File: src/shared/pmc_pkg.sv
package pmc_pkg;
    localparam logic [7:0] ADDR_POWER_CTRL = 8'h00;
    localparam logic [7:0] ADDR_OSC_CTRL   = 8'h04;
    localparam logic [7:0] ADDR_PERIPH_EN  = 8'h08;
    localparam logic [7:0] ADDR_MODE_STAT  = 8'h0C;
    localparam int         IDLE_BIT        = 0;
    localparam int         STOP_BIT        = 1;
    localparam int         SUSPEND_BIT     = 5;
    localparam int         CLKSRC_BIT      = 0;
    localparam int         CMP0_EN_BIT     = 7;
    localparam logic [7:0] REG_RESET       = 8'h00;
    localparam int         SYNC_STAGES     = 2;

    typedef enum logic [1:0] {
        MODE_ACTIVE,
        MODE_IDLE,
        MODE_SUSPEND,
        MODE_STOP
    } mode_code_t;

    typedef struct packed {
        logic port0_match;
        logic port1_match;
        logic cmp0_enabled;
        logic cmp0_out;
    } wake_src_t;

    typedef struct packed {
        logic core_run;
        logic osc_run;
        logic system_clock_run;
        logic timers_irq_run;
        logic adc_run;
        logic [7:0] periph_run;
    } gate_t;
endpackage

File: src/power_mode_controller.sv
// Implementation choices: the strobed register port and the register addresses.
`timescale 1ns/1ps
// Overview of operation
// - Active: clocks run, peripherals follow enables
// - Idle bit halts core; interrupt/reset exits
// - Suspend/stop: core, irq, timers, oscillator off
// - Suspend on internal clock stops peripherals
// - Suspend bit; port match or comparator wakes
// - Stop bit halts clock, digital peripherals
// - Debug halt stalls core, timers, peripherals; ADC, oscillator and clock run
module power_mode_controller #(
    parameter int NPERIPH = 8
) (
    input  wire logic               SYS_CLK_IN,
    input  wire logic               RST_IN,
    input  wire logic [7:0]         ADDR_IN,
    input  wire logic [7:0]         WDATA_IN,
    input  wire logic               WR_IN,
    input  wire logic               RD_IN,
    output logic      [7:0]         RDATA_OUT,
    input  wire logic               IRQ_PENDING_IN,
    input  wire logic               DEBUG_HALT_IN,
    input  wire logic               PORT0_MATCH_IN,
    input  wire logic               PORT1_MATCH_IN,
    input  wire logic               CMP0_OUT_IN,
    output logic                    CORE_RUN_OUT,
    output logic                    OSC_RUN_OUT,
    output logic                    SYSTEM_CLOCK_RUN_OUT,
    output logic                    TIMERS_IRQ_RUN_OUT,
    output logic                    ADC_RUN_OUT,
    output logic      [NPERIPH-1:0] PERIPH_RUN_OUT,
    output logic      [1:0]         MODE_OUT
);
    // ==========================================================
    // Wake inputs from pins
    // ==========================================================
    logic [2:0]             pins_s;
    logic                   cmp0_en_r;
    pmc_pkg::wake_src_t     wake;

    pin_sync #(.WIDTH(3)) u_sync (
        .clk_in (SYS_CLK_IN),
        .rst_in (RST_IN),
        .d_in   ({PORT0_MATCH_IN, PORT1_MATCH_IN, CMP0_OUT_IN}),
        .q_out  (pins_s)
    );

    assign wake = '{port0_match:  pins_s[2],
                    port1_match:  pins_s[1],
                    cmp0_enabled: cmp0_en_r,
                    cmp0_out:     pins_s[0]};

    // ==========================================================
    // Registers
    // ==========================================================
    logic [7:0]          pwr_ctrl_r;
    logic [7:0]          osc_ctrl_r;
    logic [NPERIPH-1:0]  periph_en_r;
    pmc_pkg::mode_code_t mode_r;
    pmc_pkg::mode_code_t mode_nxt;
    logic                wr_pwr;
    logic                wr_osc;
    logic                wr_per;
    logic                suspend_wake;
    logic                int_clk_src;
    logic [7:0]          rd_mux;

    assign wr_pwr = WR_IN && (ADDR_IN == pmc_pkg::ADDR_POWER_CTRL);
    assign wr_osc = WR_IN && (ADDR_IN == pmc_pkg::ADDR_OSC_CTRL);
    assign wr_per = WR_IN && (ADDR_IN == pmc_pkg::ADDR_PERIPH_EN);
    assign int_clk_src = ~osc_ctrl_r[pmc_pkg::CLKSRC_BIT];

    assign suspend_wake = wake.port0_match || wake.port1_match ||
                          (wake.cmp0_enabled && !wake.cmp0_out);

    // ==========================================================
    // Mode sequencing
    // ==========================================================
    always_comb begin
        mode_nxt = mode_r;
        case (mode_r)
            pmc_pkg::MODE_ACTIVE: begin
                // Stop outranks suspend, suspend outranks idle
                if (pwr_ctrl_r[pmc_pkg::STOP_BIT])
                    mode_nxt = pmc_pkg::MODE_STOP;
                else if (osc_ctrl_r[pmc_pkg::SUSPEND_BIT])
                    mode_nxt = pmc_pkg::MODE_SUSPEND;
                else if (pwr_ctrl_r[pmc_pkg::IDLE_BIT])
                    mode_nxt = pmc_pkg::MODE_IDLE;
            end
            pmc_pkg::MODE_IDLE: begin
                if (IRQ_PENDING_IN)
                    mode_nxt = pmc_pkg::MODE_ACTIVE;
            end
            pmc_pkg::MODE_SUSPEND: begin
                if (suspend_wake)
                    mode_nxt = pmc_pkg::MODE_ACTIVE;
            end
            pmc_pkg::MODE_STOP: mode_nxt = pmc_pkg::MODE_STOP;
            default: mode_nxt = pmc_pkg::MODE_ACTIVE;
        endcase
    end

    logic idle_exit;
    logic susp_exit;
    assign idle_exit = (mode_r == pmc_pkg::MODE_IDLE) && IRQ_PENDING_IN;
    assign susp_exit = (mode_r == pmc_pkg::MODE_SUSPEND) && suspend_wake;

    always_ff @(posedge SYS_CLK_IN) begin
        if (RST_IN) begin
            mode_r      <= pmc_pkg::MODE_ACTIVE;
            pwr_ctrl_r  <= pmc_pkg::REG_RESET;
            osc_ctrl_r  <= pmc_pkg::REG_RESET;
            periph_en_r <= '0;
            cmp0_en_r   <= 1'b0;
        end else begin
            mode_r <= mode_nxt;
            if (wr_pwr)
                pwr_ctrl_r <= WDATA_IN;
            else if (idle_exit)
                pwr_ctrl_r[pmc_pkg::IDLE_BIT] <= 1'b0;
            if (wr_osc)
                osc_ctrl_r <= WDATA_IN;
            else if (susp_exit)
                osc_ctrl_r[pmc_pkg::SUSPEND_BIT] <= 1'b0;
            if (wr_per) begin
                periph_en_r <= WDATA_IN[NPERIPH-1:0];
                cmp0_en_r   <= WDATA_IN[pmc_pkg::CMP0_EN_BIT];
            end
        end
    end

    // ==========================================================
    // Gating
    // ==========================================================
    pmc_pkg::gate_t gate_nxt;
    logic           low_pwr;
    logic           periph_stop;
    assign low_pwr = (mode_nxt == pmc_pkg::MODE_SUSPEND) ||
                     (mode_nxt == pmc_pkg::MODE_STOP);
    // Peripherals lose their clock in stop, or in suspend on internal clock
    assign periph_stop = (mode_nxt == pmc_pkg::MODE_STOP) ||
                         ((mode_nxt == pmc_pkg::MODE_SUSPEND) && int_clk_src);

    always_comb begin
        gate_nxt.core_run       = (mode_nxt == pmc_pkg::MODE_ACTIVE) && !DEBUG_HALT_IN;
        gate_nxt.osc_run        = !low_pwr;
        gate_nxt.system_clock_run     = (mode_nxt != pmc_pkg::MODE_STOP) &&
                                  !((mode_nxt == pmc_pkg::MODE_SUSPEND) && int_clk_src);
        gate_nxt.timers_irq_run = !low_pwr && !DEBUG_HALT_IN;
        // ADC keeps running under debug halt; its analog state follows stop gating
        gate_nxt.adc_run        = !periph_stop;
        gate_nxt.periph_run     = (periph_stop || DEBUG_HALT_IN) ? 8'h00 :
                                  8'(periph_en_r);
    end

    assign rd_mux = (ADDR_IN == pmc_pkg::ADDR_POWER_CTRL) ? pwr_ctrl_r :
                    (ADDR_IN == pmc_pkg::ADDR_OSC_CTRL)   ? osc_ctrl_r :
                    (ADDR_IN == pmc_pkg::ADDR_PERIPH_EN)  ? {cmp0_en_r, 7'(periph_en_r)} :
                    (ADDR_IN == pmc_pkg::ADDR_MODE_STAT)  ? {6'h00, mode_r} : 8'h00;

    always_ff @(posedge SYS_CLK_IN) begin
        if (RST_IN) begin
            CORE_RUN_OUT       <= 1'b1;
            OSC_RUN_OUT        <= 1'b1;
            SYSTEM_CLOCK_RUN_OUT     <= 1'b1;
            TIMERS_IRQ_RUN_OUT <= 1'b1;
            ADC_RUN_OUT        <= 1'b1;
            PERIPH_RUN_OUT     <= '0;
            MODE_OUT           <= pmc_pkg::MODE_ACTIVE;
            RDATA_OUT          <= 8'h00;
        end else begin
            CORE_RUN_OUT       <= gate_nxt.core_run;
            OSC_RUN_OUT        <= gate_nxt.osc_run;
            SYSTEM_CLOCK_RUN_OUT     <= gate_nxt.system_clock_run;
            TIMERS_IRQ_RUN_OUT <= gate_nxt.timers_irq_run;
            ADC_RUN_OUT        <= gate_nxt.adc_run;
            PERIPH_RUN_OUT     <= gate_nxt.periph_run[NPERIPH-1:0];
            MODE_OUT           <= mode_nxt;
            RDATA_OUT          <= RD_IN ? rd_mux : 8'h00;
        end
    end
endmodule // power_mode_controller

File: src/pin_sync.sv
`timescale 1ns/1ps
module pin_sync #(
    parameter int WIDTH = 4
) (
    input  wire logic             clk_in,
    input  wire logic             rst_in,
    input  wire logic [WIDTH-1:0] d_in,
    output logic      [WIDTH-1:0] q_out
);
    logic [WIDTH-1:0] meta_r;

    // Two stages; the first is read only by the second
    always_ff @(posedge clk_in) begin
        if (rst_in) begin
            meta_r <= '0;
            q_out  <= '0;
        end else begin
            meta_r <= d_in;
            q_out  <= meta_r;
        end
    end
endmodule // pin_sync

File: config.mk
export PLATFORM = sky130hd
export DESIGN_NAME = power_mode_controller
export DESIGN_NICKNAME = d
export VERILOG_FILES = /design/src/shared/pmc_pkg.sv /design/src/power_mode_controller.sv /design/src/pin_sync.sv
export SDC_FILE = /design/constraint.sdc
export NUM_CORES = 1
export LEC_CHECK = 0
export ABC_AREA = 0
export BUFFER_PORTS_ARGS = -buffer_cell sky130_fd_sc_hd__buf_2
export CORE_UTILIZATION = 45
export CTS_BUF_LIST = sky130_fd_sc_hd__clkbuf_2 sky130_fd_sc_hd__clkbuf_4 sky130_fd_sc_hd__clkbuf_8
export DETAILED_ROUTE_END_ITERATION = 12
export PLACE_DENSITY = 0.69
export SYNTH_ARGS = -nofsm -noshare
export SYNTH_HDL_FRONTEND = slang
export SYNTH_SLANG_ARGS = --single-unit
File: constraint.sdc
create_clock -name SYS_CLK_IN -period 1.8 [get_ports SYS_CLK_IN]
set_input_delay 0.36 -clock SYS_CLK_IN [delete_from_list [all_inputs] [get_ports SYS_CLK_IN]]
set_output_delay 0.36 -clock SYS_CLK_IN [all_outputs]
set_load 0.01 [all_outputs]
==> results.md, run 1 <==
* Met2 Use GR at 0.295
* # fillers at 382
* Sequential power share at 0.593
* H-tree depth at 2
* CP top delay family: simple AND/OR/NAND/NOR gates
* PostCTS Resize Cnt at 0
* Worst Setup SP: osc_ctrl_r[5]
* Hold slack at 0.267 ns
* Synth Area per Inst at 10.3 um^2
* Diodes inserted at 0
* Synth Net Count at 214
* # clock sinks at 52
* Net Sw Power at 0.000408 W
* RSZ-0062 raised after global routing: false
* Reg-to-Reg End: PERIPH_RUN_OUT[0]
* Leakage power at 1.18 nW
* Ports at 48
* Initial Util at 0.476
* Most used routing layer: met2
* Clock root cell: clkbuf_8
* Vias at 1490
* PwrDens at 822 nW/um^2
* CP Data Arrival Time at 1.74 ns
* Logic pwr share at 0.054
* EDFF count, synth at 0
* Clk_skew at 0.00553 ns
* DRC Markers at 0
* Fmax achieved at 643 MHz
* Ys async rst share at 0
* # Post-CTS Setup Buffers at 0
* Buf+Inv Stages, Crit Path at 1
* CP endpoint: PERIPH_RUN_OUT[0]
* Met3 Use GR at 0.0507
* Total negative slack at 0 ns
* Actual slew at the worst max-slew pin at 0.465 ns
* Vias in the first global route at 1254
* Pre-antenna DRT Iters at 4
* Hold_buf cts at 0
* VDD IR max at 0.526 mV
* Final Cycle Share at 0.864
* Sequential Area at 1040 um^2
* Met1 Track Usage GR at 0.280
* DIE AREA at 4580 um^2
* Net Sw Frac at 0.209
* CTS Buf Count at 5
* Most frequent cells in the layout: dfxtp_1, buf_2, nor2_1
* Status: completed
* Worst reg-to-reg setup slack at 0.25 ns
* GPL Wtd Cong at 0.784
* Rel. slew slack at 0.682
* WP data required at 1.98 ns
* Largest net degree at the start of global routing at 41
* Average wire per standard cell at 14.3 um
* Seq/Total Area, Yosys at 0.536
* Initial antenna violation count at 0
* Period minus WS final at 1.55 ns
* Hold Fails Final Rpt at 0
* DIE WIDTH at 67.7 um
* Routed Antenna Nets at 0
* Iter 0 DRT Violations at 61
* CP Class: reg2reg
* Critical path endpoint category: flop
* Final nets at 268
* Vias per Instance at 5.07
* DRT Wirelength at 4190 um
* Internal at 0.00155 W
* Layout cells sized above 1 at 0.287
* Worst hold-check path type: in2reg
* YS warnings at 0
* TritonCTS clock tree: built
* Multi-input gate area at 840 um^2
* Worst-path clk slew at 0.08 ns
* Placed wire-length estimate at 2880 um
* CP peak stage delay at 0.36 ns
* Cell area after synthesis at 1940 um^2
* Synth-to-layout area growth at 22.6%
* Setup violations, final at 0
* Yosys cell types at 32
* All-layer global routing usage at 0.201
* Die Height at 67.7 um
* Dominant synthesized flop cell: dfxtp_1
* CP Depth at 5
* GRT overflow at 0
* Clock Latency Late Sink at 0.30 ns
* Setup crit start kind: flop
* Critical-path top delay cell: dfxtp_1
* Yosys reg bits at 52
* Final core area utilization at 0.583
* R2r worst-path depth at 5
* Max_cap viols at 0
* Max Fanout on Critical Path at 8
* Mapped Cells at 189
* Most common cell after layout, fill and taps aside: dfxtp_1
* I/O Buffers at 47
* First-pass GRT wire length at 6440 um
* Power share of the clock group at 0.353
* Pins Over Slew Limit at 0
* Hold Path Depth at 2
* Core Area at 4090 um^2
* CP cell instances: or2_2 > a21oi_1 > a311oi_2 > buf_4 > nor4b_1
* Critical R2R Launch: osc_ctrl_r[5]
* Clk buf depth at 2
* Rows at 23
[worst register-to-register path: stages, from the launching register on]
cell,delay (ns)
dfxtp_1,0.36
or2_2,0.28
a21oi_1,0.23
a311oi_2,0.07
buf_4,0.19
nor4b_1,0.31
[stage by stage]
step	total power, W	setup slack, ns	cell area [um^2]	std cells
3_3_place_gp	0.00129	0.0510	2280	286
4_1_cts	0.00197	0.245	2380	294
6_report	0.00196	0.246	2380	294
3_5_place_dp	0.00129	-0.0456	2280	286
2_1_floorplan	0.00124	0.293	1940	189
5_1_grt	0.00204	0.137	2380	294
[flip-flops by register name, summed over array words and instances, names as in the netlist]
register              flops
PERIPH_RUN_OUT            8
cmp0_en_r                 1
TIMERS_IRQ_RUN_OUT        1
pwr_ctrl_r                8
u_sync.meta_r             3
SYSTEM_CLOCK_RUN_OUT      1
osc_ctrl_r                8
RDATA_OUT                 8
MODE_OUT                  2
OSC_RUN_OUT               1
CORE_RUN_OUT              1
u_sync.q_out              3
periph_en_r               7
[Yosys cell counts (2+ instances only)]
| cell type | n | area share |
|---|---|---|
| buf_2 | 2 | 0.0052 |
| nor2_1 | 35 | 0.068 |
| a2111oi_0 | 8 | 0.036 |
| a21oi_1 | 4 | 0.010 |
| mux2i_1 | 25 | 0.13 |
| nor4b_1 | 8 | 0.036 |
| nor2b_1 | 15 | 0.048 |
| inv_1 | 5 | 0.0097 |
| clkbuf_1 | 6 | 0.012 |
| nand2b_1 | 7 | 0.023 |
| dfxtp_1 | 52 | 0.54 |
| nand2_1 | 2 | 0.0039 |
[worst min path at each step]
stage / start / slack (ns) / to
2_1_floorplan: u_sync.meta_r[0] / 0.41 / u_sync.q_out[0]
3_3_place_gp: u_sync.meta_r[0] / 0.42 / u_sync.q_out[0]
3_5_place_dp: u_sync.meta_r[1] / 0.43 / u_sync.q_out[1]
4_1_cts: PORT0_MATCH_IN / 0.27 / u_sync.meta_r[2]
5_1_grt: PORT0_MATCH_IN / 0.27 / u_sync.meta_r[2]
6_report: PORT0_MATCH_IN / 0.27 / u_sync.meta_r[2]
[power groups by stage]
stage | logic [W] | registers, W | clock network (W)
4_1_cts | 0.000106 | 0.00116 | 0.000701
2_1_floorplan | 0.0000467 | 0.00119 | 0
3_5_place_dp | 0.000106 | 0.00119 | 0
5_1_grt | 0.000116 | 0.00116 | 0.000759
6_report | 0.000106 | 0.00116 | 0.000691
3_3_place_gp | 0.000105 | 0.00119 | 0
[area by class of cell]
cell class	count	area share
Clock buffer	8	0.0410
Inverter	5	0.00788
Multi-Input combinational cell	122	0.352
Sequential cell	52	0.437
Tap cell	50	0.0263
Timing Repair Buffer	57	0.136
[per-layer routing]
layer	routed length (um)	share of wire	vias up
met5	0	0	-
met4	65	0.016	0
met3	159	0.038	5
met2	1930	0.46	28
met1	2030	0.48	698
li1	-	-	759
[cell families after synthesis]
kind of cell           after synthesis  share of synthesized area
AOI/OAI and AO/OA                   18                     0.0728
muxes                               25                      0.129
DFF                                 52                      0.536
and+or+nand+nor                     79                      0.231
buffers and inverters               15                     0.0322
Note: power is estimated with default switching activity, not from simulation.
==> run 2, diff against run 1 <==
Settings changed: CORE_MARGIN set to 2.
==> results.md, run 2 (synthesis gave the netlist of run 1 again) <==
* Average wire per standard cell at 14.1 um (-1.3%)
* Die Height at 69.7 um (+3.0%)
* Clock Latency Late Sink at 0.32 ns (+0.02 ns)
* Worst hold-check path type: in2reg
* Max_cap viols at 0 (unchanged)
* Reg-to-Reg End: PERIPH_RUN_OUT[5]
* Vias in the first global route at 1395 (+11%)
* Layout cells sized above 1 at 0.290 (+0.00291)
* Hold Path End: u_sync.meta_r[0]
* Rows at 23 (unchanged)
* Initial Util at 0.476 (unchanged)
* H-tree depth at 2 (unchanged)
* R2r worst-path depth at 5 (unchanged)
* Hold Path Depth at 2 (unchanged)
* Largest net degree at the start of global routing at 41 (unchanged)
* Met2 WL at 1910 um (-1.1%)
* Iter 0 DRT Violations at 80 (+31%)
* # clock sinks at 52 (unchanged)
* Vias per Instance at 5.14 (+1.4%)
* Setup crit start kind: flop
* RSZ-0062 raised after global routing: false
* CP Data Arrival Time at 1.70 ns (-0.04 ns)
* Clk buf depth at 2 (unchanged)
* Fmax achieved at 674 MHz (+4.8%)
* Actual slew at the worst max-slew pin at 0.411 ns (-0.0544 ns)
* VDD IR max at 0.758 mV (+44%)
* Max Fanout on Critical Path at 8 (unchanged)
* I/O Buffers at 47 (unchanged)
* GPL Wtd Cong at 0.773 (-1.4%)
* Status: completed
* Final nets at 269 (+0.37%)
* # fillers at 372 (-2.6%)
* TritonCTS clock tree: built
* Leakage power at 1.19 nW (+0.97%)
* PwrDens at 865 nW/um^2 (+5.2%)
* Core Area at 4090 um^2 (unchanged)
* WP data required at 2.01 ns (+0.03 ns)
* CTS Buf Count at 5 (unchanged)
* Most frequent cells in the layout: dfxtp_1, buf_2, nor2_1
* PostCTS Resize Cnt at 0 (unchanged)
* Hold Fails Final Rpt at 0 (unchanged)
* CP Class: reg2reg
* Routed Antenna Nets at 0 (unchanged)
* # Post-CTS Setup Buffers at 0 (unchanged)
* Diodes inserted at 0 (unchanged)
* Setup violations, final at 0 (unchanged)
* Synth-to-layout area growth at 24.0%
* Post-Route M1 WL at 1960 um (-3.7%)
* Clock root cell: clkbuf_8
* Worst reg-to-reg setup slack at 0.32 ns (+0.07 ns)
* Total Power at 0.00208 W (+6.4%)
* Critical R2R Launch: pwr_ctrl_r[1]
* Rel. slew slack at 0.719 (+0.0372)
* Ports at 48 (unchanged)
* All-layer global routing usage at 0.178 (-0.0231)
* DRC Markers at 0 (unchanged)
* Pre-antenna DRT Iters at 4 (unchanged)
* DIE WIDTH at 69.7 um (+3.0%)
* Critical path endpoint category: flop
* Period minus WS final at 1.48 ns (-0.0711 ns)
* Initial antenna violation count at 0 (unchanged)
* GRT overflow at 0 (unchanged)
* Multi-input gate area at 840 um^2 (unchanged)
* Top Metal Used: met4
* First-pass GRT wire length at 6860 um (+6.4%)
* Hold Crit Start: CMP0_OUT_IN
* Vias at 1516 (+1.7%)
* Sequential Area at 1040 um^2 (unchanged)
* Hold slack at 0.245 ns (-0.0225 ns)
* Total negative slack at 0 ns (unchanged)
* DRT Wirelength at 4150 um (-0.95%)
* Worst-path clk slew at 0.10 ns (+0.02 ns)
* Placed wire-length estimate at 2830 um (-1.6%)
* Most common cell after layout, fill and taps aside: dfxtp_1
* DR WL met3 at 229 um (+44%)
* Clk_skew at 0.00954 ns (+0.00401 ns)
* Final Cycle Share at 0.824 (-0.0395)
* Pins Over Slew Limit at 0 (unchanged)
* DIE AREA at 4860 um^2 (+6.0%)
* Hold_buf cts at 0 (unchanged)
==> run 2: worst max-delay path by stage <==
stage	endpoint	depth (start not counted)	startpoint
floorplan	pwr_ctrl_r[1]	5	ADDR_IN[3]
global route	PERIPH_RUN_OUT[2]	5	pwr_ctrl_r[1]
finish	PERIPH_RUN_OUT[5]	5	pwr_ctrl_r[1]
global placement	RDATA_OUT[1]	5	ADDR_IN[5]
CTS	PERIPH_RUN_OUT[4]	5	pwr_ctrl_r[1]
detailed placement	RDATA_OUT[1]	5	ADDR_IN[5]
==> run 2: power breakdown <==
part / total [W] / internal (W) / switching [W]
Combinational: 0.000105 / 0.0000471 / 0.0000581
Sequential: 0.00116 / 0.00116 / 0.00000245
Clock: 0.000816 / 0.000419 / 0.000398
==> run 2: layout make-up <==
cell class | count | area share
clock inverters | 3 | 0.0197
clock buffers | 5 | 0.0286
multi-input cells | 122 | 0.349
well taps | 50 | 0.0260
flip-flops and latches | 52 | 0.432
repair buffers | 58 | 0.137
inverters | 5 | 0.00779
==> run 2: critical path: stages, from the launching register on <==
cell and delay, ns:
dfxtp_1 0.35, or2_2 0.30, a21oi_1 0.22, a311oi_2 0.07, buf_4 0.20, nor4b_1 0.25
==> run 2: per-stage QoR <==
| stage | setup WS (ns) | cells | cell area, um^2 | utilization |
|---|---|---|---|---|
| floorplan | 0.293 | 189 | 1940 | - |
| finish | 0.317 | 295 | 2410 | 0.589 |
| global route | 0.185 | 295 | 2410 | 0.589 |
| CTS | 0.298 | 295 | 2410 | 0.589 |
| detailed placement | 0.136 | 287 | 2290 | 0.561 |
| global placement | 0.0675 | 287 | 2290 | 0.561 |
==> run 2: per-layer routing <==
| metal | vias to the layer above | global-route usage |
|---|---|---|
| met5 | - | 0 |
| met4 | 0 | 0.0513 |
| met3 | 6 | 0.0567 |
| met2 | 36 | 0.275 |
| met1 | 710 | 0.240 |
| li1 | 764 | - |
==> run 3, diff against run 2 <==
Settings changed: ABC_AREA 0 to 1, PLACE_DENSITY 0.69 to 0.68.
Clock period 1.8 ns to 1.4 ns, I/O delays scaled along.
==> results.md, run 3 <==
* Clock root cell: clkbuf_8
* Sequential power share at 0.594 (+0.036)
* Core Area at 4690 um^2 (+15%)
* Leakage power at 1.28 nW (+7.7%)
* All-layer global routing usage at 0.185 (+0.00675)
* Initial antenna violation count at 0 (unchanged)
* Layout cells sized above 1 at 0.214 (-0.0753)
* Vias in the first global route at 1642 (+18%)
* Largest net degree at the start of global routing at 23 (-44%)
* EDFF count, synth at 0 (unchanged)
* PwrDens at 978 nW/um^2 (+13%)
* Hold slack at 0.166 ns (-0.0792 ns)
* Rel. slew slack at 0.814 (+0.0948)
* Actual slew at the worst max-slew pin at 0.278 ns (-0.132 ns)
* H-tree depth at 2 (unchanged)
* Design Area, Final at 2570 um^2 (+6.9%)
* VDD IR max at 0.600 mV (-21%)
* Rows at 25 (+8.7%)
* Vias per Instance at 4.60 (-11%)
* Ports at 48 (unchanged)
* Initial Util at 0.464 (-0.0118)
* # clock sinks at 52 (unchanged)
* Setup crit start kind: flop
* Routed Antenna Nets at 0 (unchanged)
* Power share of the clock group at 0.339 (-0.053)
* Yosys cell types at 21 (-34%)
* Status: completed
* # Post-CTS Setup Buffers at 0 (unchanged)
* CTS Buf Count at 5 (unchanged)
* Period minus WS final at 1.20 ns (-0.285 ns)
* Clk buf depth at 2 (unchanged)
* RSZ-0062 raised after global routing: false
* Internal at 0.00191 W (+18%)
* GRT overflow at 0 (unchanged)
* Most common cell after layout, fill and taps aside: nor2_1
* Pre-antenna DRT Iters at 4 (unchanged)
* DRT Wirelength at 4370 um (+5.2%)
* Synth area leaders: dfxtp_1, nor2_1, nand2_1
* Mapped Cells at 306 (+62%)
* Area leader, netlist: dfxtp_1
* TritonCTS clock tree: built
* Logic pwr share at 0.067 (+0.017)
* Net Sw Frac at 0.242 (+0.0215)
* Total negative slack at 0 ns (unchanged)
* DIE AREA at 5410 um^2 (+11%)
* First-pass GRT wire length at 7550 um (+10%)
* Diodes inserted at 0 (unchanged)
* Most common cell in the netlist: nor2_1
* Synth-to-layout area growth at 18.3%
* Cell area after synthesis at 2180 um^2 (+12%)
* Max Fanout on Critical Path at 8 (unchanged)
* GPL Wtd Cong at 0.791 (+2.3%)
* Max_cap viols at 0 (unchanged)
* Clk_skew at 0.00838 ns (-0.00116 ns)
* Synth cell count leaders: nor2_1, nand2_1, dfxtp_1, inv_1, nand3_1
* Setup violations, final at 0 (unchanged)
* Synth Net Count at 331 (+55%)
* YS warnings at 0 (unchanged)
* Synth Area per Inst at 7.11 um^2 (-31%)
* DP Area at 2480 um^2 (+8.2%)
* Most frequent cells in the layout: nor2_1, nand2_1, dfxtp_1
* Final Cycle Share at 0.856 (+0.0319)
* DIE WIDTH at 73.5 um (+5.5%)
* Worst hold-check path type: in2reg
* Pins Over Slew Limit at 0 (unchanged)
* Yosys reg bits at 52 (unchanged)
* Final nets at 383 (+42%)
* I/O Buffers at 47 (unchanged)
* Fmax achieved at 835 MHz (+24%)
* DRC Markers at 0 (unchanged)
* Net Sw Power at 0.000608 W (+33%)
* Average wire per standard cell at 10.6 um (-25%)
* Iter 0 DRT Violations at 148 (+85%)
* Vias at 1899 (+25%)
* Dominant synthesized flop cell: dfxtp_1
* Final core area utilization at 0.549 (-0.0409)
* CP Class: reg2reg
* WP data required at 1.60 ns (-0.41 ns)
* Die Height at 73.5 um (+5.5%)
* Seq/Total Area, Yosys at 0.478 (-0.0573)
* Critical path endpoint category: flop
* Top-area cell type share of the netlist area at 0.478 (-0.0573)
* CP Data Arrival Time at 1.40 ns (-0.30 ns)
* Ys async rst share at 0 (unchanged)
* Hold Fails Final Rpt at 0 (unchanged)
* Placed wire-length estimate at 3350 um (+18%)
* Clock Latency Late Sink at 0.31 ns (about the same)
* Worst-path clk slew at 0.09 ns (about the same)
-- run 3: changes by cell type after synthesis, moves of 7 or more --
cell,change
inv_1,+42
nor2_1,+34
a21oi_1,+9
mux2i_1,-25
nand2b_1,-7
nand3_1,+28
nand2_1,+56
nor2b_1,-15
nor4b_1,-8
o21ai_0,+12
a2111oi_0,-8
-- run 3: layout make-up --
class                      instances  area [um^2]
multi-input combinational        192          868
clock buffer                       5         68.8
inverter                          52          199
fill                             469         2120
timing repair buffer              55          308
sequential                        52         1040
tap                               54         67.6
clock inverter                     3         21.3
-- run 3: power by group through the flow --
| stage | logic (W) | registers, W | clock network, W |
|---|---|---|---|
| global route | 0.000191 | 0.00150 | 0.000945 |
| CTS | 0.000169 | 0.00150 | 0.000885 |
| finish | 0.000169 | 0.00150 | 0.000853 |
| detailed placement | 0.000168 | 0.00153 | 0 |
| global placement | 0.000168 | 0.00153 | 0 |
| floorplan | 0.0000997 | 0.00153 | 0 |
-- run 3: kinds of logic after synthesis --
logic type | after synthesis | synth area share
AO/OA/AOI/OAI | 27 | 0.0633
buffers and inverters | 62 | 0.124
flip-flops | 52 | 0.478
AND/OR/NAND/NOR | 165 | 0.335
-- run 3: metrics by stage --
step | setup slack [ns] | instances | power (W)
finish | 0.202 | 413 | 0.00252
global route | 0.0356 | 413 | 0.00263
CTS | 0.115 | 413 | 0.00255
detailed placement | 0.0417 | 405 | 0.00170
global placement | 0.0755 | 405 | 0.00170
floorplan | 0.260 | 306 | 0.00163
-- run 3: final timing paths --
kind / startpoint / endpoint / slack, ns / depth (start not counted)
worst min register to register: u_sync.meta_r[2] / u_sync.q_out[2] / 0.41 / 2
worst max-delay path: MODE_OUT[0] / PERIPH_RUN_OUT[7] / 0.20 / 9
worst min-delay path: CMP0_OUT_IN / u_sync.meta_r[0] / 0.17 / 3
worst max register to register: MODE_OUT[0] / PERIPH_RUN_OUT[7] / 0.20 / 9
-- run 3: repair_timing --
item                       CTS  global route
gates resized for setup      0             1
hold buffers                 0             0
setup endpoints to repair    0             8
-- run 3: per-layer routing --
metal | up-vias | GRT usage | part of all wire
met5 | - | 0 | 0
met4 | 0 | 0.0828 | 0.019
met3 | 7 | 0.0453 | 0.066
met2 | 48 | 0.277 | 0.43
met1 | 818 | 0.252 | 0.49
li1 | 1026 | - | -
-- run 3: worst max-delay path, cell delays in order, from the launching register on --
cell,delay [ns]
dfxtp_1,0.43
inv_1,0.06
nand2_1,0.07
inv_1,0.04
nand2_1,0.08
nand2_1,0.09
inv_1,0.08
nand2_1,0.06
nand2_2,0.14
nor2_1,0.06
